$ cat config.mk
export PLATFORM = sky130hd
export DESIGN_NAME = ultrasonic_burst_generator
export DESIGN_NICKNAME = d
export VERILOG_FILES = /design/src/burst_pkg.sv /design/src/ultrasonic_burst_generator.sv /design/src/pulse_train.sv
export SDC_FILE = /design/constraint.sdc
export NUM_CORES = 1
export LEC_CHECK = 0
export BUFFER_PORTS_ARGS = -buffer_cell sky130_fd_sc_hd__buf_2
export CAP_MARGIN = 20
export CORE_ASPECT_RATIO = 1.4
export CORE_UTILIZATION = 30
export DETAILED_ROUTE_END_ITERATION = 10
export PLACE_DENSITY = 0.55
export SYNTH_ARGS = -nofsm -noshare
export SYNTH_HDL_FRONTEND = slang
export SYNTH_SLANG_ARGS = --single-unit
$ cat constraint.sdc
create_clock -name aclk -period 8.05 [get_ports aclk]
set_input_delay 1.61 -clock aclk [delete_from_list [all_inputs] [get_ports aclk]]
set_output_delay 1.61 -clock aclk [all_outputs]
set_load 0.02 [all_outputs]
$ cat src/burst_pkg.sv
/*
  constants, register map and state codes shared by the burst generator
  files. assumes a 50 MHz aclk and an AXI4-Lite register bus.
*/
// Overview of operation
// - 3-bit drive mode at index 0xB3, reset zero, selects both channels.
// - mode 000 runs channels A and B as a push-pull pair.
// - push-pull burst on both channels starts on the channel A fire bit.
// - push-pull channel B timed from A on, A off and gap settings.
// - generator A emits pulse_count_a pulses, 0 to 63.
// - generator B emits pulse_count_b pulses, 0 to 63.
// - channel A high time is an 11-bit count of 16 MHz ticks.
// - channel A low time is an 11-bit count of 16 MHz ticks.
// - push-pull spacing uses an 8-bit gap count of 16 MHz ticks.
// - mode 001: generator A on pin A, pin B follows port bit 1.
// - mode 010: pin A follows port bit 0, generator B on pin B.
// - independent generator B uses its own 11-bit on and off times.
// - mode 011: both generators independent, each with own fire bit.
// - mode 100: pins A and B follow port bits 0 and 1.
// - port modes steer pin A from port bit 0, pin B from bit 1.
`default_nettype none
package burst_pkg;
  // ------------------------------------------------------------
  // register indices, byte address is four times the index
  // ------------------------------------------------------------
  localparam logic [9:0] IDX_MODE      = 10'h0B3;
  localparam logic [9:0] IDX_FIRE      = 10'h0B4;
  localparam logic [9:0] IDX_STATUS    = 10'h0B5;
  localparam logic [9:0] IDX_PULSE_A   = 10'h0B6;
  localparam logic [9:0] IDX_PULSE_B   = 10'h0B7;
  localparam logic [9:0] IDX_ON_A      = 10'h0B8;
  localparam logic [9:0] IDX_OFF_A     = 10'h0B9;
  localparam logic [9:0] IDX_ON_B      = 10'h0BA;
  localparam logic [9:0] IDX_OFF_B     = 10'h0BB;
  localparam logic [9:0] IDX_GAP       = 10'h0BC;
  // ------------------------------------------------------------
  // fields and reset values
  // ------------------------------------------------------------
  localparam int         FIRE_A_BIT    = 0;
  localparam int         FIRE_B_BIT    = 1;
  localparam int         BUSY_A_BIT    = 0;
  localparam int         BUSY_B_BIT    = 1;
  localparam logic [2:0] MODE_RESET    = 3'h0;
  localparam logic [5:0] PULSE_RESET   = 6'h00;
  localparam logic [10:0] TIME_RESET   = 11'h000;
  localparam logic [7:0] GAP_RESET     = 8'h00;
  // ------------------------------------------------------------
  // drive modes
  // ------------------------------------------------------------
  localparam logic [2:0] MODE_PUSHPULL = 3'h0;
  localparam logic [2:0] MODE_GENA_PORTB = 3'h1;
  localparam logic [2:0] MODE_PORTA_GENB = 3'h2;
  localparam logic [2:0] MODE_INDEP    = 3'h3;
  localparam logic [2:0] MODE_PORTS    = 3'h4;
  // ------------------------------------------------------------
  // 16 MHz tick from 50 MHz by fractional accumulation
  // ------------------------------------------------------------
  localparam logic [6:0] TICK_STEP     = 7'h10;
  localparam logic [6:0] TICK_WRAP     = 7'h32;
  localparam logic [1:0] RESP_OKAY     = 2'h0;
  localparam logic [1:0] RESP_SLVERR   = 2'h2;
  // ------------------------------------------------------------
  // state codes
  // ------------------------------------------------------------
  typedef enum logic [2:0] {
    GEN_IDLE = 3'b001,
    GEN_HIGH = 3'b010,
    GEN_LOW  = 3'b100
  } gen_state_t;
  typedef enum logic [4:0] {
    PP_IDLE = 5'b00001,
    PP_A_ON = 5'b00010,
    PP_GAP1 = 5'b00100,
    PP_B_ON = 5'b01000,
    PP_GAP2 = 5'b10000
  } pp_state_t;
endpackage : burst_pkg
`default_nettype wire

$ cat src/ultrasonic_burst_generator.sv
/*
  two-channel burst generator with an AXI4-Lite register slave,
  push-pull sequencer, two independent generators and port steering.
  assumes analog power is enabled by software before firing, and that
  the cpu port bits arrive synchronous to aclk.
*/
`timescale 1ns/1ns
`default_nettype none
module ultrasonic_burst_generator (
  input  wire logic        aclk,
  input  wire logic        aresetn,
  input  wire logic [11:0] s_axi_awaddr,
  input  wire logic [2:0]  s_axi_awprot,
  input  wire logic        s_axi_awvalid,
  output logic             s_axi_awready,
  input  wire logic [31:0] s_axi_wdata,
  input  wire logic [3:0]  s_axi_wstrb,
  input  wire logic        s_axi_wvalid,
  output logic             s_axi_wready,
  output logic [1:0]       s_axi_bresp,
  output logic             s_axi_bvalid,
  input  wire logic        s_axi_bready,
  input  wire logic [11:0] s_axi_araddr,
  input  wire logic [2:0]  s_axi_arprot,
  input  wire logic        s_axi_arvalid,
  output logic             s_axi_arready,
  output logic [31:0]      s_axi_rdata,
  output logic [1:0]       s_axi_rresp,
  output logic             s_axi_rvalid,
  input  wire logic        s_axi_rready,
  input  wire logic        cpu_port2_bit0,
  input  wire logic        cpu_port2_bit1,
  output logic             drive_pin_a,
  output logic             drive_pin_b
);
  // ------------------------------------------------------------
  // register storage
  // ------------------------------------------------------------
  logic [2:0]  mode_q;
  logic [5:0]  pulse_count_a_q;
  logic [5:0]  pulse_count_b_q;
  logic [10:0] on_a_q;
  logic [10:0] off_a_q;
  logic [10:0] on_b_q;
  logic [10:0] off_b_q;
  logic [7:0]  gap_cycles_q;

  // ------------------------------------------------------------
  // write channel: address and data taken in either order
  // ------------------------------------------------------------
  logic        aw_full_q;
  logic [11:0] aw_addr_q;
  logic        w_full_q;
  logic [31:0] w_data_q;
  logic [3:0]  w_strb_q;
  logic        bvalid_q;
  logic [1:0]  bresp_q;

  wire         aw_take  = s_axi_awvalid && s_axi_awready;
  wire         w_take   = s_axi_wvalid && s_axi_wready;
  wire         wr_fire  = aw_full_q && w_full_q && !bvalid_q;
  wire  [9:0]  wr_idx   = aw_addr_q[11:2];
  wire         wr_lane0 = wr_fire && w_strb_q[0];
  wire         wr_lane1 = wr_fire && w_strb_q[1];

  wire         hit_mode   = (wr_idx == burst_pkg::IDX_MODE);
  wire         hit_fire   = (wr_idx == burst_pkg::IDX_FIRE);
  wire         hit_stat   = (wr_idx == burst_pkg::IDX_STATUS);
  wire         hit_pa     = (wr_idx == burst_pkg::IDX_PULSE_A);
  wire         hit_pb     = (wr_idx == burst_pkg::IDX_PULSE_B);
  wire         hit_ona    = (wr_idx == burst_pkg::IDX_ON_A);
  wire         hit_offa   = (wr_idx == burst_pkg::IDX_OFF_A);
  wire         hit_onb    = (wr_idx == burst_pkg::IDX_ON_B);
  wire         hit_offb   = (wr_idx == burst_pkg::IDX_OFF_B);
  wire         hit_gap    = (wr_idx == burst_pkg::IDX_GAP);
  wire         wr_mapped  = hit_mode | hit_fire | hit_stat | hit_pa
                          | hit_pb | hit_ona | hit_offa | hit_onb
                          | hit_offb | hit_gap;

  assign s_axi_awready = !aw_full_q;
  assign s_axi_wready  = !w_full_q;
  assign s_axi_bvalid  = bvalid_q;
  assign s_axi_bresp   = bresp_q;

  always_ff @(posedge aclk) begin
    if (!aresetn) begin
      aw_full_q <= 1'b0;
      aw_addr_q <= 12'h000;
      w_full_q  <= 1'b0;
      w_data_q  <= 32'h00000000;
      w_strb_q  <= 4'h0;
      bvalid_q  <= 1'b0;
      bresp_q   <= burst_pkg::RESP_OKAY;
    end else begin
      if (aw_take) begin
        aw_full_q <= 1'b1;
        aw_addr_q <= s_axi_awaddr;
      end
      if (w_take) begin
        w_full_q <= 1'b1;
        w_data_q <= s_axi_wdata;
        w_strb_q <= s_axi_wstrb;
      end
      if (wr_fire) begin
        aw_full_q <= 1'b0;
        w_full_q  <= 1'b0;
        bvalid_q  <= 1'b1;
        bresp_q   <= wr_mapped ? burst_pkg::RESP_OKAY
                               : burst_pkg::RESP_SLVERR;
      end else if (bvalid_q && s_axi_bready) begin
        bvalid_q <= 1'b0;
      end
    end
  end

  // ------------------------------------------------------------
  // configuration registers, byte lanes 0 and 1
  // ------------------------------------------------------------
  always_ff @(posedge aclk) begin
    if (!aresetn) begin
      mode_q          <= burst_pkg::MODE_RESET;
      pulse_count_a_q <= burst_pkg::PULSE_RESET;
      pulse_count_b_q <= burst_pkg::PULSE_RESET;
      on_a_q          <= burst_pkg::TIME_RESET;
      off_a_q         <= burst_pkg::TIME_RESET;
      on_b_q          <= burst_pkg::TIME_RESET;
      off_b_q         <= burst_pkg::TIME_RESET;
      gap_cycles_q    <= burst_pkg::GAP_RESET;
    end else begin
      if (wr_lane0 && hit_mode) mode_q <= w_data_q[2:0];
      if (wr_lane0 && hit_pa) pulse_count_a_q <= w_data_q[5:0];
      if (wr_lane0 && hit_pb) pulse_count_b_q <= w_data_q[5:0];
      if (wr_lane0 && hit_ona) on_a_q[7:0] <= w_data_q[7:0];
      if (wr_lane1 && hit_ona) on_a_q[10:8] <= w_data_q[10:8];
      if (wr_lane0 && hit_offa) off_a_q[7:0] <= w_data_q[7:0];
      if (wr_lane1 && hit_offa) off_a_q[10:8] <= w_data_q[10:8];
      if (wr_lane0 && hit_onb) on_b_q[7:0] <= w_data_q[7:0];
      if (wr_lane1 && hit_onb) on_b_q[10:8] <= w_data_q[10:8];
      if (wr_lane0 && hit_offb) off_b_q[7:0] <= w_data_q[7:0];
      if (wr_lane1 && hit_offb) off_b_q[10:8] <= w_data_q[10:8];
      if (wr_lane0 && hit_gap) gap_cycles_q <= w_data_q[7:0];
    end
  end

  // fire bits act on the write itself and are never stored
  wire fire_a = wr_lane0 && hit_fire && w_data_q[burst_pkg::FIRE_A_BIT];
  wire fire_b = wr_lane0 && hit_fire && w_data_q[burst_pkg::FIRE_B_BIT];

  // ------------------------------------------------------------
  // mode decode
  // ------------------------------------------------------------
  wire mode_pp    = (mode_q == burst_pkg::MODE_PUSHPULL);
  wire mode_ga_pb = (mode_q == burst_pkg::MODE_GENA_PORTB);
  wire mode_pa_gb = (mode_q == burst_pkg::MODE_PORTA_GENB);
  wire mode_indep = (mode_q == burst_pkg::MODE_INDEP);
  wire mode_ports = (mode_q == burst_pkg::MODE_PORTS);
  wire gen_a_used = mode_ga_pb | mode_indep;
  wire gen_b_used = mode_pa_gb | mode_indep;

  // ------------------------------------------------------------
  // 16 MHz tick: 16 of every 50 aclk cycles, evenly spread
  // ------------------------------------------------------------
  logic [6:0] acc_q;
  logic       tick_q;
  wire  [6:0] acc_sum  = acc_q + burst_pkg::TICK_STEP;
  wire        acc_wrap = (acc_sum >= burst_pkg::TICK_WRAP);

  always_ff @(posedge aclk) begin
    if (!aresetn) begin
      acc_q  <= 7'h00;
      tick_q <= 1'b0;
    end else begin
      acc_q  <= acc_wrap ? (acc_sum - burst_pkg::TICK_WRAP) : acc_sum;
      tick_q <= acc_wrap;
    end
  end

  // ------------------------------------------------------------
  // independent generators
  // ------------------------------------------------------------
  logic gen_a_out;
  logic gen_a_busy;
  logic gen_b_out;
  logic gen_b_busy;

  pulse_train gen_a (
    .aclk      (aclk),
    .aresetn   (aresetn),
    .tick      (tick_q),
    .start     (fire_a && gen_a_used),
    .pulses    (pulse_count_a_q),
    .on_len    (on_a_q),
    .off_len   (off_a_q),
    .pulse_out (gen_a_out),
    .busy      (gen_a_busy)
  );

  pulse_train gen_b (
    .aclk      (aclk),
    .aresetn   (aresetn),
    .tick      (tick_q),
    .start     (fire_b && gen_b_used),
    .pulses    (pulse_count_b_q),
    .on_len    (on_b_q),
    .off_len   (off_b_q),
    .pulse_out (gen_b_out),
    .busy      (gen_b_busy)
  );

  // ------------------------------------------------------------
  // push-pull sequencer: A on, gap, B on, gap, repeat
  // ------------------------------------------------------------
  burst_pkg::pp_state_t pp_q;
  burst_pkg::pp_state_t pp_d;
  logic [5:0]  left_a_q;
  logic [5:0]  left_a_d;
  logic [5:0]  left_b_q;
  logic [5:0]  left_b_d;
  logic [10:0] pcnt_q;
  logic [10:0] pcnt_d;
  wire  [10:0] pcnt_inc = pcnt_q + 11'h001;
  // channel B conducts for the A off time
  wire         on_end   = tick_q && !(&pcnt_q) && (pcnt_inc >= on_a_q);
  wire         off_end  = tick_q && (pcnt_inc >= off_a_q);
  wire         gap_end  = tick_q && (pcnt_inc >= {3'h0, gap_cycles_q});
  wire         pp_more  = (left_a_q != 6'h00) || (left_b_q != 6'h00);

  always_comb begin
    pp_d     = pp_q;
    left_a_d = left_a_q;
    left_b_d = left_b_q;
    pcnt_d   = tick_q ? pcnt_inc : pcnt_q;
    unique case (pp_q)
      burst_pkg::PP_IDLE: begin
        pcnt_d = fire_a ? 11'h7FF : 11'h000;
        // one fire bit starts both channels
        if (fire_a && mode_pp &&
            ((pulse_count_a_q != 6'h00) || (pulse_count_b_q != 6'h00))) begin
          pp_d     = burst_pkg::PP_A_ON;
          left_a_d = pulse_count_a_q;
          left_b_d = pulse_count_b_q;
        end
      end
      burst_pkg::PP_A_ON: begin
        if (on_end) begin
          pp_d   = burst_pkg::PP_GAP1;
          pcnt_d = 11'h000;
          if (left_a_q != 6'h00) left_a_d = left_a_q - 6'h01;
        end
      end
      burst_pkg::PP_GAP1: begin
        if (gap_end) begin
          pp_d   = burst_pkg::PP_B_ON;
          pcnt_d = 11'h000;
        end
      end
      burst_pkg::PP_B_ON: begin
        if (off_end) begin
          pp_d   = burst_pkg::PP_GAP2;
          pcnt_d = 11'h000;
          if (left_b_q != 6'h00) left_b_d = left_b_q - 6'h01;
        end
      end
      burst_pkg::PP_GAP2: begin
        if (gap_end) begin
          pcnt_d = 11'h000;
          pp_d   = pp_more ? burst_pkg::PP_A_ON : burst_pkg::PP_IDLE;
        end
      end
      default: begin
        pp_d = burst_pkg::PP_IDLE;
      end
    endcase
  end

  always_ff @(posedge aclk) begin
    if (!aresetn) begin
      pp_q     <= burst_pkg::PP_IDLE;
      left_a_q <= 6'h00;
      left_b_q <= 6'h00;
      pcnt_q   <= 11'h000;
    end else begin
      pp_q     <= pp_d;
      left_a_q <= left_a_d;
      left_b_q <= left_b_d;
      pcnt_q   <= pcnt_d;
    end
  end

  wire pp_a = (pp_q == burst_pkg::PP_A_ON) && (left_a_q != 6'h00);
  wire pp_b = (pp_q == burst_pkg::PP_B_ON) && (left_b_q != 6'h00);

  // ------------------------------------------------------------
  // pin steering; reserved codes keep both FETs off
  // ------------------------------------------------------------
  // port bit 0 to pin A
  wire port_a_used = mode_pa_gb | mode_ports;
  // port bit 1 to pin B
  wire port_b_used = mode_ga_pb | mode_ports;
  wire pin_a_d = (mode_pp && pp_a) | (gen_a_used && gen_a_out)
               | (port_a_used && cpu_port2_bit0);
  wire pin_b_d = (mode_pp && pp_b) | (gen_b_used && gen_b_out)
               | (port_b_used && cpu_port2_bit1);

  always_ff @(posedge aclk) begin
    if (!aresetn) begin
      drive_pin_a <= 1'b0;
      drive_pin_b <= 1'b0;
    end else begin
      drive_pin_a <= pin_a_d;
      drive_pin_b <= pin_b_d;
    end
  end

  // ------------------------------------------------------------
  // read channel, one cycle after the address is taken
  // ------------------------------------------------------------
  logic        rvalid_q;
  logic [31:0] rdata_q;
  logic [1:0]  rresp_q;
  wire  [9:0]  rd_idx  = s_axi_araddr[11:2];
  wire         ar_take = s_axi_arvalid && s_axi_arready;
  wire         pp_busy = (pp_q != burst_pkg::PP_IDLE);
  wire  [1:0]  busy_bits = {gen_b_busy | pp_busy, gen_a_busy | pp_busy};
  logic [31:0] rd_word;
  logic        rd_hit;

  assign s_axi_arready = !rvalid_q;
  assign s_axi_rvalid  = rvalid_q;
  assign s_axi_rdata   = rdata_q;
  assign s_axi_rresp   = rresp_q;

  always_comb begin
    rd_word = 32'h00000000;
    rd_hit  = 1'b1;
    unique case (rd_idx)
      burst_pkg::IDX_MODE:    rd_word[2:0]  = mode_q;
      burst_pkg::IDX_FIRE:    rd_word       = 32'h00000000;
      burst_pkg::IDX_STATUS:  rd_word[1:0]  = busy_bits;
      burst_pkg::IDX_PULSE_A: rd_word[5:0]  = pulse_count_a_q;
      burst_pkg::IDX_PULSE_B: rd_word[5:0]  = pulse_count_b_q;
      burst_pkg::IDX_ON_A:    rd_word[10:0] = on_a_q;
      burst_pkg::IDX_OFF_A:   rd_word[10:0] = off_a_q;
      burst_pkg::IDX_ON_B:    rd_word[10:0] = on_b_q;
      burst_pkg::IDX_OFF_B:   rd_word[10:0] = off_b_q;
      burst_pkg::IDX_GAP:     rd_word[7:0]  = gap_cycles_q;
      default:                rd_hit        = 1'b0;
    endcase
  end

  always_ff @(posedge aclk) begin
    if (!aresetn) begin
      rvalid_q <= 1'b0;
      rdata_q  <= 32'h00000000;
      rresp_q  <= burst_pkg::RESP_OKAY;
    end else if (ar_take) begin
      rvalid_q <= 1'b1;
      rdata_q  <= rd_word;
      rresp_q  <= rd_hit ? burst_pkg::RESP_OKAY : burst_pkg::RESP_SLVERR;
    end else if (rvalid_q && s_axi_rready) begin
      rvalid_q <= 1'b0;
    end
  end
endmodule : ultrasonic_burst_generator
`default_nettype wire

$ cat src/pulse_train.sv
/*
  one independent pulse generator: a train of high and low phases
  counted on the 16 MHz tick enable.
  assumes start is a one-cycle pulse and settings are stable while busy.
*/
`timescale 1ns/1ns
`default_nettype none
module pulse_train (
  input  wire logic        aclk,
  input  wire logic        aresetn,
  input  wire logic        tick,
  input  wire logic        start,
  input  wire logic [5:0]  pulses,
  input  wire logic [10:0] on_len,
  input  wire logic [10:0] off_len,
  output logic             pulse_out,
  output logic             busy
);
  burst_pkg::gen_state_t state_q;
  burst_pkg::gen_state_t state_d;
  logic [5:0]            left_q;
  logic [5:0]            left_d;
  logic [10:0]           cnt_q;
  logic [10:0]           cnt_d;
  wire  [10:0]           cnt_inc = cnt_q + 11'h001;
  // a zero length still lasts one tick; all ones marks the partial tick
  // before the first high phase, so no pulse comes out shorter than set
  wire                   high_end = tick && !(&cnt_q) && (cnt_inc >= on_len);
  wire                   low_end  = tick && (cnt_inc >= off_len);

  always_comb begin
    state_d = state_q;
    left_d  = left_q;
    cnt_d   = tick ? cnt_inc : cnt_q;
    unique case (state_q)
      burst_pkg::GEN_IDLE: begin
        cnt_d = start ? 11'h7FF : 11'h000;
        if (start && (pulses != 6'h00)) begin
          state_d = burst_pkg::GEN_HIGH;
          left_d  = pulses;
        end
      end
      burst_pkg::GEN_HIGH: begin
        if (high_end) begin
          state_d = burst_pkg::GEN_LOW;
          cnt_d   = 11'h000;
          left_d  = left_q - 6'h01;
        end
      end
      burst_pkg::GEN_LOW: begin
        if (low_end) begin
          cnt_d   = 11'h000;
          state_d = (left_q == 6'h00) ? burst_pkg::GEN_IDLE
                                      : burst_pkg::GEN_HIGH;
        end
      end
      default: begin
        state_d = burst_pkg::GEN_IDLE;
      end
    endcase
  end

  always_ff @(posedge aclk) begin
    if (!aresetn) begin
      state_q   <= burst_pkg::GEN_IDLE;
      left_q    <= 6'h00;
      cnt_q     <= 11'h000;
      pulse_out <= 1'b0;
    end else begin
      state_q   <= state_d;
      left_q    <= left_d;
      cnt_q     <= cnt_d;
      pulse_out <= (state_d == burst_pkg::GEN_HIGH);
    end
  end

  assign busy = (state_q != burst_pkg::GEN_IDLE);
endmodule : pulse_train
`default_nettype wire

Word level (Yosys, flattened, before mapping) --
Cells that the tools add are included.
Operators by class: add/subtract/negate cells 9, multipliers 0, divide/modulo/power cells 0, magnitude comparators 8, equality and inequality tests 51, shift operators 0, mux-type cells 60, bitwise gates (word level) 20, reductions and logical operators 81
Operators by type and width (count):
- 10-bit by 8-bit equality test with 1-bit output (second input constant) | 20
- 11-bit two-way mux | 13
- 11-bit >= comparator | 6
- 11-bit one-hot mux with 3 select lines | 2
- 6-bit two-way mux | 10
- 1-bit logical AND | 48
- 6-bit one-hot mux with 2 select lines | 4
- 11-bit one-hot mux with 4 select lines | 1
- 11-bit by 1-bit adder with 11-bit output (second input constant) | 3
- 11-bit AND reduction | 3
- 5-bit two-way mux | 5
- 5-bit one-hot mux with 5 select lines | 1
- 6-bit nonzero test | 4
- 6-bit by 1-bit subtractor with 6-bit output (second input constant) | 4
- 3-bit one-hot mux with 7 select lines | 1
- 1-bit OR | 19
- 3-bit by 2-bit equality test with 1-bit output (second input constant) | 6
- 3-bit two-way mux | 6
- 2-bit one-hot mux with 9 select lines | 1
- 3-bit one-hot mux with 3 select lines | 2
- 2-bit inequality test (second input constant) | 7
- 6-bit zero test | 2
- 3-bit one-hot mux with 4 select lines | 1
- 2-bit nonzero test | 6
- other kinds (28) | 54
Word-level totals: bits in registers 191, bits in latches 0, memory bits (writable) 0, bits in read-only memories 0, bits of input ports 75, output and inout bits 43, word-level logic and storage cells 267, memories kept 0

Longest topological paths before layout --
Gate-level depths: netlist of the first run.
word-level depth 11, depth in mapped cells 15

Cells and area by module --
Synthesis of the first run repeated with hierarchy kept, for this count alone.
Second synthesis, totals: cell total of the unflattened synthesis 1363, area, all modules 11278.3 sq um
By module, submodules not included:
- ultrasonic_burst_generator | instances 1, cells each 903, area each 7592.3 sq um, seq. area each 2882.8 sq um
- pulse_train | instances 2, cells each 230, area each 1843.0 sq um, seq. area each 420.4 sq um

Worst setup path before layout of the first run --
No wires, ideal clock.
path kind register -> register, start reg gen_b.cnt_q[0], end reg gen_b.left_q[5], data arrival time 3035 ps, required time 7917 ps, setup slack 4882 ps, stages on the path, launching flop included 14, buffers on the path 1, clock period less this slack 3168 ps, cells stage by stage dfxtp_1 ha_1 nand3_1 nor2_1 xor2_1 ha_1 a21o_1 a21o_1 a2111oi_0 o21ai_0 and3_1 buf_2 a311oi_1 nor4_1
Between the ends: longest elaborated chain between the ends 6
Ends and longest elaborated chain:
- start, declared | RTL line pulse_train.sv:23 | logic [10:0] cnt_q;
- start signal, assigned | RTL line pulse_train.sv:72 | cnt_q <= cnt_d;
- branches (longest 3 deep; another with 11-bit by 1-bit adder with 11-bit output)
- 1-bit logical AND * | RTL line pulse_train.sv:28 | wire high_end = tick && !(&cnt_q) && (cnt_inc >= on_len);
- 2-bit by 1-bit inequality test with 1-bit output (no source line) *
- 3-bit AND reduction (no source line) *
- end signal, assigned | RTL line pulse_train.sv:71 | left_q <= left_d;
- end, declared | RTL line pulse_train.sv:21 | logic [5:0] left_q;
Every way passes the cells marked *. A chain may end at the register's enable or synchronous reset.

Final worst setup path of the first run --
start reg gen_b.cnt_q[0], end reg gen_b.cnt_q[10]
Between the ends: longest elaborated chain between the ends 6
Ends and longest elaborated chain:
- branches (longest 5 deep; another with 11-bit by 1-bit adder with 11-bit output)
- 11-bit one-hot mux with 3 select lines * | RTL line pulse_train.sv:35 | unique case (state_q)
Marks and branches as above.

==> results.yml, run 1 <==
clocking:
  tritoncts: "built"
  cts_hold_buffers: 0
  postCtsResizedCells: 0
  cts-root-buf: "clkbuf_16"
  cts_buffers: 17
  clockBufferDepth: 2
  cts_setup_buffers: 0
  htreeDepth: 4
  clock-sinks: 186
  clk_pin_slew_ps: 70
  clkLatencyLatePin_ps: 460
yosys:
  synth_edf_count: 0
  ys_seq_elements: 186
  ys_seq_area_share_pct: 33.14
  synth_cell_types: 77
  yosys_warnings: 0
  netlist.area_leader.share_pct: 33.14
  ys.flop_type: "dfxtp_1"
  synthTopCellsByArea: "dfxtp_1, ha_1, mux2i_1"
  yosys.area.top_type: "dfxtp_1"
  avgSynthCellArea_um2: 8.125
  syn_inst: 1383
  synth_area_um2: 11240
  synthArstFlopShare_pct: 0
worst_hold_path:
  hold_path_class: "reg -> reg"
routing:
  first_pass_iters: 8
  drcViolationCount: 9
  viasPerCell: 5.205
  drtAntennaViolNets: 0
  finalWirelength_mm: 32.77
  drt_iter0_drc: 683
  detail_route.wl_per_cell_um: 17.43
  vias: 9786
sta:
  setup_viol: 0
  rsz0062_at_grt: "false"
  worst_slew_pin_slew_ps: 1051
  hold_viol_final: 0
  slew_violations: 0
  finalCritPeriodShare_pct: 51.97
  tns_ps: 0
  fmax_ghz: 0.2390
  fin_crit_ps: 4183
  clock-skew-final_ps: 14.21
  slew_headroom_pct: 29.58
worst_setup_path:
  end_kind: "flop"
  worst-path-max-fanout: 11
  worst-setup-path-type: "reg -> reg"
  cp.arrival_ps: 4550
  cp_slowest_cell: "a2111oi_0"
  cpPeakStageDelay_ps: 570
  path_cells: "ha_1, nand3_1, nor2_1, xor2_1, ha_1, a21o_1, a21o_1, a2111oi_0, o21ai_0, nand3_1, nand4_1, o21ai_0"
  start_kind: "flop"
  crit_required_ps: 8410
finish:
  num-fill-cells: 3921
  multiInputGateArea_um2: 6830
  regArea_um2: 3724
  drive_gt1_share_pct: 8.846
  final_common_cell: "dfxtp_1"
  layout.nets: 1561
  n_antenna_cell: 0
  area_growth_pct: 10.07
  mostFrequentLayoutCells: "dfxtp_1, nand2_1, nor2_1"
floorplanning:
  fp.dieArea_um2: 38250
  start_util_pct: 30.57
  io_pins: 118
  rows: 83
  die_w_um: 165.6
  die_height_um: 231.0
  core_um2: 36760
power_and_ir_drop:
  pwr-share-clk_pct: 41.9
  pwr-share-seq_pct: 47.2
  p_sw_share_pct: 27.95
  ir_drop_mv: 0.1567
  powerDensity_nw_per_um2: 167.9
  p_int_w: 0.001496
  p_sw_w: 0.0005802
  p_leak_nw: 4.634
  fin_total_pwr_w: 0.002076
  combPwrFrac_pct: 10.9
placed_design:
  numPortBuffers: 61
  dpl.hpwl_mm: 25.28
  gp_congestion: 0.8438
global_routing:
  grt_pass1_vias: 9347
  grt_first_pass_wirelength_mm: 51.90
  antenna_found_initial: 0
  overflow: 0
  track_usage_pct: 17.86
  grt_max_degree: 89
run_status:
  violations: "DRC"
  outcome: "complete, but fails checks"
run:
  maxCapViolCount: 0
==> logic make-up after synthesis <==
group,after synthesis,share of synthesized area (%)
and+or+nand+nor,496,21.60
AOI/OAI and AO/OA,317,17.86
DFF,186,33.14
buffers and inverters,166,6.814
adders and majority gates,86,9.576
muxes,68,6.068
xor gates and xnor gates,63,4.910
other,1,0.03337
==> worst paths after layout <==
path | from | endpoint | slack, ps | cells after the start
worst max-delay path | gen_b.cnt_q[0] | gen_b.cnt_q[10] | 3870 | 12
worst min-delay path | aw_addr_q[9] | aw_addr_q[9] | 460 | 2
worst max register to register | gen_b.cnt_q[0] | gen_b.cnt_q[10] | 3870 | 12
worst min register to register | aw_addr_q[9] | aw_addr_q[9] | 460 | 2
==> registers in the layout (all words and copies together) (netlist names), 8 cells and up <==
register and flops:
gen_b.cnt_q 11, w_data_q 11, gen_a.cnt_q 11, on_b_q 11
s_axi_rdata 11, pcnt_q 11, gap_cycles_q 8, on_a_q 11
aw_addr_q 10, off_a_q 11, off_b_q 11
==> metal layers <==
layer	share of wire [%]	track usage, %	up-vias
met5	0	0	-
met4	4.9	10.23	0
met3	3.2	2.605	71
met2	51	31.78	229
met1	41	19.87	4606
li1	-	-	4880
==> power groups by stage <==
stage / combinational, W / clock [W] / sequential (W)
after floorplan: 0.000174 / 0 / 0.000989
final: 0.000226 / 0.000871 / 0.000979
after detailed placement: 0.000227 / 0 / 0.00100
after global placement: 0.000224 / 0 / 0.00100
after global routing: 0.000254 / 0.000923 / 0.000983
after CTS: 0.000228 / 0.000894 / 0.000979
==> critical path: cells and delay by family, from the launching register on <==
kind / cells / cell delay (ps)
xor gates and xnor gates: 1 / 250
adders and majority gates: 2 / 560
DFF: 1 / 480
and+or+nand+nor: 4 / 1130
AOI/OAI and AO/OA: 5 / 1680
==> Yosys cell counts (11+ instances only) <==
cell,number
and2_1,11
ha_1,86
a22oi_1,12
nand4_1,26
nand2_1,153
mux2i_1,67
inv_1,75
a31oi_1,14
buf_4,27
nand2b_1,17
o21ai_0,88
o31ai_1,12
nor2_1,144
xnor2_1,25
a21oi_1,93
nor3_1,17
clkbuf_1,47
xor2_1,38
and3_1,13
dfxtp_1,186
o21a_1,21
nand3_1,41
==> metrics by stage <==
stage | instance area, µm² | setup WS [ps] | cells | hold slack, ps | util (%)
floorplan | 11320 | 4882 | 1405 | 432.2 | -
finish | 12370 | 3867 | 1880 | 455.3 | 33.64
global placement | 11770 | 3806 | 1848 | 440.8 | 32.02
CTS | 12370 | 3797 | 1880 | 457.7 | 33.64
detailed placement | 11770 | 3842 | 1848 | 447.4 | 32.02
global route | 12370 | 3469 | 1880 | 495.5 | 33.64
==> cell type report <==
cell class,count,area share (%)
Clock inverter,13,1.244
Timing Repair Buffer,67,2.833
Sequential cell,186,30.11
Inverter,75,2.286
Clock buffer,19,3.581
Multi-Input combinational cell,1053,55.23
Tap cell,467,4.724
(Power assumes the default switching activity.)
==> inputs of run 2 (changes only) <==
==> constraint.sdc (replaced) <==
create_clock -name aclk -period 4.1 [get_ports aclk]
set_input_delay 0.82 -clock aclk [delete_from_list [all_inputs] [get_ports aclk]]
set_output_delay 0.82 -clock aclk [all_outputs]
set_load 0.02 [all_outputs]
==> results.yml, run 2 (synthesized netlist as in run 1, its figures left out) <==
sta:
  setup_ws_ps: 418.3
  slew_headroom_pct: 29.40
  fmax_ghz: 0.2716
  finalCritPeriodShare_pct: 89.80
  slew_violations: 0
  fin_crit_ps: 3682
  rsz0062_at_grt: "false"
  worst_slew_pin_slew_ps: 1053
  hold_slack_ps: 452.9
  setup_viol: 0
  tns_ps: 0
  hold_viol_final: 0
  clock-skew-final_ps: 11.16
finish:
  n_antenna_cell: 0
  final_cells: 1896
  num-fill-cells: 3926
  area_growth_pct: 11.17
  layout.nets: 1578
  final_common_cell: "dfxtp_1"
  multiInputGateArea_um2: 6830
  stdcell_area_um2: 12490
  drive_gt1_share_pct: 9.867
  regArea_um2: 3724
  mostFrequentLayoutCells: "dfxtp_1, nand2_1, nor2_1"
run_status:
  outcome: "complete, but fails checks"
  violations: "DRC"
worst_hold_path:
  holdCritStartpoint: "aw_addr_q[6]"
  min_to: "aw_addr_q[6]"
  hold_path_class: "reg -> reg"
  holdPathStages: 2
placed_design:
  dpl.hpwl_mm: 25.52
  numPortBuffers: 61
  placed_cell_area_um2: 11910
  place_inst: 1865
  dp_slack_ps: 452.2
  gp_congestion: 0.8677
worst_setup_path:
  start_kind: "flop"
  reg2reg_depth: 14
  cp.arrival_ps: 4020
  startpoint: "gen_b.cnt_q[1]"
  crit_required_ps: 4440
  reg2reg_slack_ps: 420
  r2r_end: "gen_b.left_q[3]"
  end_kind: "flop"
  worst-setup-path-type: "reg -> reg"
  r2r_start: "gen_b.cnt_q[1]"
  worst-path-max-fanout: 11
clocking:
  clkLatencyLatePin_ps: 450
  cts_setup_buffers: 0
  clk_pin_slew_ps: 70
  cts_hold_buffers: 0
  clockBufferDepth: 2
  clock-sinks: 186
  tritoncts: "built"
  cts-root-buf: "clkbuf_16"
  htreeDepth: 4
  cts_buffers: 17
  postCtsResizedCells: 0
routing:
  drt_iter0_drc: 627
  drcViolationCount: 10
  detail_route.wl_per_cell_um: 17.50
  first_pass_iters: 8
  finalWirelength_mm: 33.18
  drtAntennaViolNets: 0
  vias: 9866
  viasPerCell: 5.204
floorplanning:
  core_um2: 36760
  io_pins: 118
  start_util_pct: 30.57
  die_w_um: 165.6
  die_height_um: 231.0
  fp.dieArea_um2: 38250
  rows: 83
global_routing:
  overflow: 0
  grt_pass1_vias: 9464
  grt_first_pass_wirelength_mm: 51.89
  antenna_found_initial: 0
  track_usage_pct: 17.77
  grt_max_degree: 63
power_and_ir_drop:
  ir_drop_mv: 0.3297
  p_leak_nw: 4.722
  powerDensity_nw_per_um2: 323.8
run:
  maxCapViolCount: 0
## run 2: how the worst max path moves through the flow
| stage | end | slack, ps | cells past startpoint |
|---|---|---|---|
| 2_1_floorplan | gen_b.left_q[5] | 930 | 13 |
| 3_3_place_gp | left_b_q[0] | 440 | 11 |
| 3_5_place_dp | pcnt_q[3] | 450 | 12 |
| 4_1_cts | pcnt_q[3] | 430 | 12 |
| 5_1_grt | left_b_q[1] | 80 | 11 |
| 6_report | gen_b.left_q[3] | 420 | 14 |
## run 2: area by class of cell
cell class              instances  share of cell area [%]
repair buffers                 84                   3.926
clock inverters                12                   1.102
well taps                     467                   4.677
multi-input cells            1053                   54.68
clock buffers                  19                   3.546
flip-flops and latches        186                   29.81
inverters                      75                   2.264
## run 2: worst max-delay path, cell delays in order, from the launching register on
cell       delay, ps
dfxtp_1          420
ha_1             280
nand3_1          130
nor2_1           200
xor2_1           250
ha_1             290
a21o_1           190
a21o_1           160
a2111oi_0        400
buf_4            190
o21ai_0           90
buf_4            180
and3_1           280
buf_4            190
o311ai_0         320
## run 2: routing by layer
| metal | vias to the layer above | GRT usage, % | wire [µm] |
|---|---|---|---|
| met3 | 73 | 2.443 | 1137 |
| met1 | 4669 | 20.21 | 13610 |
| met4 | 0 | 10.14 | 1668 |
| li1 | 4908 | - | - |
| met2 | 216 | 31.24 | 16760 |
| met5 | - | 0 | 0 |
## run 2: per-stage QoR
stage          power [W]  utilization [%]
4_1_cts         0.004094            33.98
3_3_place_gp    0.002403            32.40
5_1_grt         0.004202            33.98
3_5_place_dp    0.002411            32.40
6_report        0.004045            33.98
2_1_floorplan   0.002282                -
## run 2: where the power goes
| part | leakage, nW | switching, W | internal, W |
|---|---|---|---|
| clock network | 0.286 | 0.000760 | 0.000920 |
| registers | 1.51 | 0.0000680 | 0.00185 |
| logic | 2.93 | 0.000286 | 0.000156 |
==> inputs of run 3 (changes only) <==
--- a/config.mk
+++ b/config.mk
@@ -5,7 +5,7 @@
 export SDC_FILE = /design/constraint.sdc
 export NUM_CORES = 1
 export LEC_CHECK = 0
-export BUFFER_PORTS_ARGS = -buffer_cell sky130_fd_sc_hd__buf_2
+export BUFFER_PORTS_ARGS = -buffer_cell sky130_fd_sc_hd__clkbuf_2
 export CAP_MARGIN = 20
 export CORE_ASPECT_RATIO = 1.4
 export CORE_UTILIZATION = 30
==> results.yml, run 3 (synthesized netlist as in run 1, its figures left out) <==
sta:
  finalCritPeriodShare_pct: 88.49
  tns_ps: 0
  rsz0062_at_grt: "false"
  slew_violations: 0
  worst_slew_pin_slew_ps: 1124
  fmax_ghz: 0.2756
  hold_viol_final: 0
  clock-skew-final_ps: 15.42
  setup_viol: 0
  fin_crit_ps: 3628
  hold_slack_ps: 458.7
  slew_headroom_pct: 24.66
routing:
  vias: 9827
  drt_iter0_drc: 549
  first_pass_iters: 9
  drtAntennaViolNets: 0
  viasPerCell: 5.186
  detail_route.wl_per_cell_um: 17.38
  drcViolationCount: 9
  finalWirelength_mm: 32.93
clocking:
  clkLatencyLatePin_ps: 460
  clock-sinks: 186
  htreeDepth: 4
  tritoncts: "built"
  clockBufferDepth: 2
  cts_setup_buffers: 0
  postCtsResizedCells: 0
  cts-root-buf: "clkbuf_16"
  cts_hold_buffers: 0
  clk_pin_slew_ps: 70
  cts_buffers: 17
floorplanning:
  rows: 83
  start_util_pct: 30.57
  io_pins: 118
  die_w_um: 165.6
  fp.dieArea_um2: 38250
  core_um2: 36760
  die_height_um: 231.0
global_routing:
  antenna_found_initial: 0
  grt_max_degree: 120
  grt_first_pass_wirelength_mm: 51.96
  overflow: 0
  grt_pass1_vias: 9518
  track_usage_pct: 17.81
finish:
  area_growth_pct: 11.41
  final_util_pct: 34.05
  num-fill-cells: 3933
  drive_gt1_share_pct: 9.804
  multiInputGateArea_um2: 6830
  regArea_um2: 3724
  mostFrequentLayoutCells: "dfxtp_1, nand2_1, nor2_1"
  n_antenna_cell: 0
  layout.nets: 1576
  final_common_cell: "dfxtp_1"
worst_setup_path:
  worst-path-max-fanout: 11
  crit_required_ps: 4450
  end_kind: "flop"
  path_cells: "ha_1, nand3_1, nor2_1, xor2_1, ha_1, nand3_1, o21ai_0, a2111oi_2, or3_1, a2111oi_4, nor2_1, o21a_1"
  worst-setup-path-type: "reg -> reg"
  start_kind: "flop"
  cpPeakStageDelay_ps: 680
  reg2reg_slack_ps: 470
  cp_slowest_cell: "a2111oi_4"
  cp.arrival_ps: 3980
power_and_ir_drop:
  powerDensity_nw_per_um2: 329.7
  ir_drop_mv: 0.2987
  p_leak_nw: 4.720
run_status:
  violations: "DRC"
  outcome: "complete, but fails checks"
placed_design:
  numPortBuffers: 61
  gp_congestion: 0.8621
  dpl.hpwl_mm: 25.29
worst_hold_path:
  hold_path_class: "reg -> reg"
run:
  maxCapViolCount: 0
==> run 3: changes by cell type in the layout (fill, tap and decap cells not counted) <==
| cell | previous run | this run |
|---|---|---|
| clkinv_2 | 4 | 2 |
| inv_6 | 4 | 5 |
| clkbuf_8 | 1 | 0 |
| clkinvlp_4 | 1 | 3 |
| buf_4 | 22 | 19 |
| clkbuf_2 | 0 | 61 |
| buf_2 | 61 | 0 |
| buf_12 | 1 | 2 |
| bufinv_16 | 2 | 3 |
==> run 3: path summary, 6_finish.rpt <==
kind | start | endpoint | cells after the start
max | pcnt_q[0] | pcnt_q[7] | 12
min | w_strb_q[1] | w_strb_q[1] | 2
max reg2reg | pcnt_q[0] | pcnt_q[7] | 12
min reg2reg | w_strb_q[1] | w_strb_q[1] | 2
==> run 3: worst max-delay path, delay by kind of cell (launching register included) <==
kind            cells  cell delay [ps]
compound gates      4             1210
simple gates        5              980
flops               1              510
fa+ha+maj           2              510
xor+xnor            1              330
==> run 3: metrics by stage <==
step / total power [W] / setup WS [ps] / cell area (µm²) / std cells
floorplan: 0.002282 / 932.0 / 11320 / 1405
global placement: 0.002403 / 475.7 / 11910 / 1863
detailed placement: 0.002412 / 440.6 / 11910 / 1863
CTS: 0.004169 / 417.2 / 12520 / 1895
global route: 0.004282 / 15.11 / 12520 / 1895
finish: 0.004128 / 471.9 / 12520 / 1895
==> run 3: cell type report <==
type	instances	area share [%]
multi-input cells	1053	54.56
flip-flops and latches	186	29.74
well taps	467	4.667
repair buffers	82	3.898
clock buffers	18	3.428
inverters	75	2.259
clock inverters	14	1.449
==> run 3: where the power goes <==
part	internal [W]	leakage [nW]	total, W	switching [W]
Sequential	0.00185	1.51	0.00192	0.0000660
Clock	0.000973	0.290	0.00176	0.000788
Combinational	0.000157	2.92	0.000448	0.000291
==> run 3: metal layers <==
metal  wire, µm  GRT usage (%)  up-vias
li1           -              -     4907
met1      13570          20.16     4659
met2      16640          31.24      197
met3        973          2.390       64
met4       1746          10.63        0
met5          0              0        -
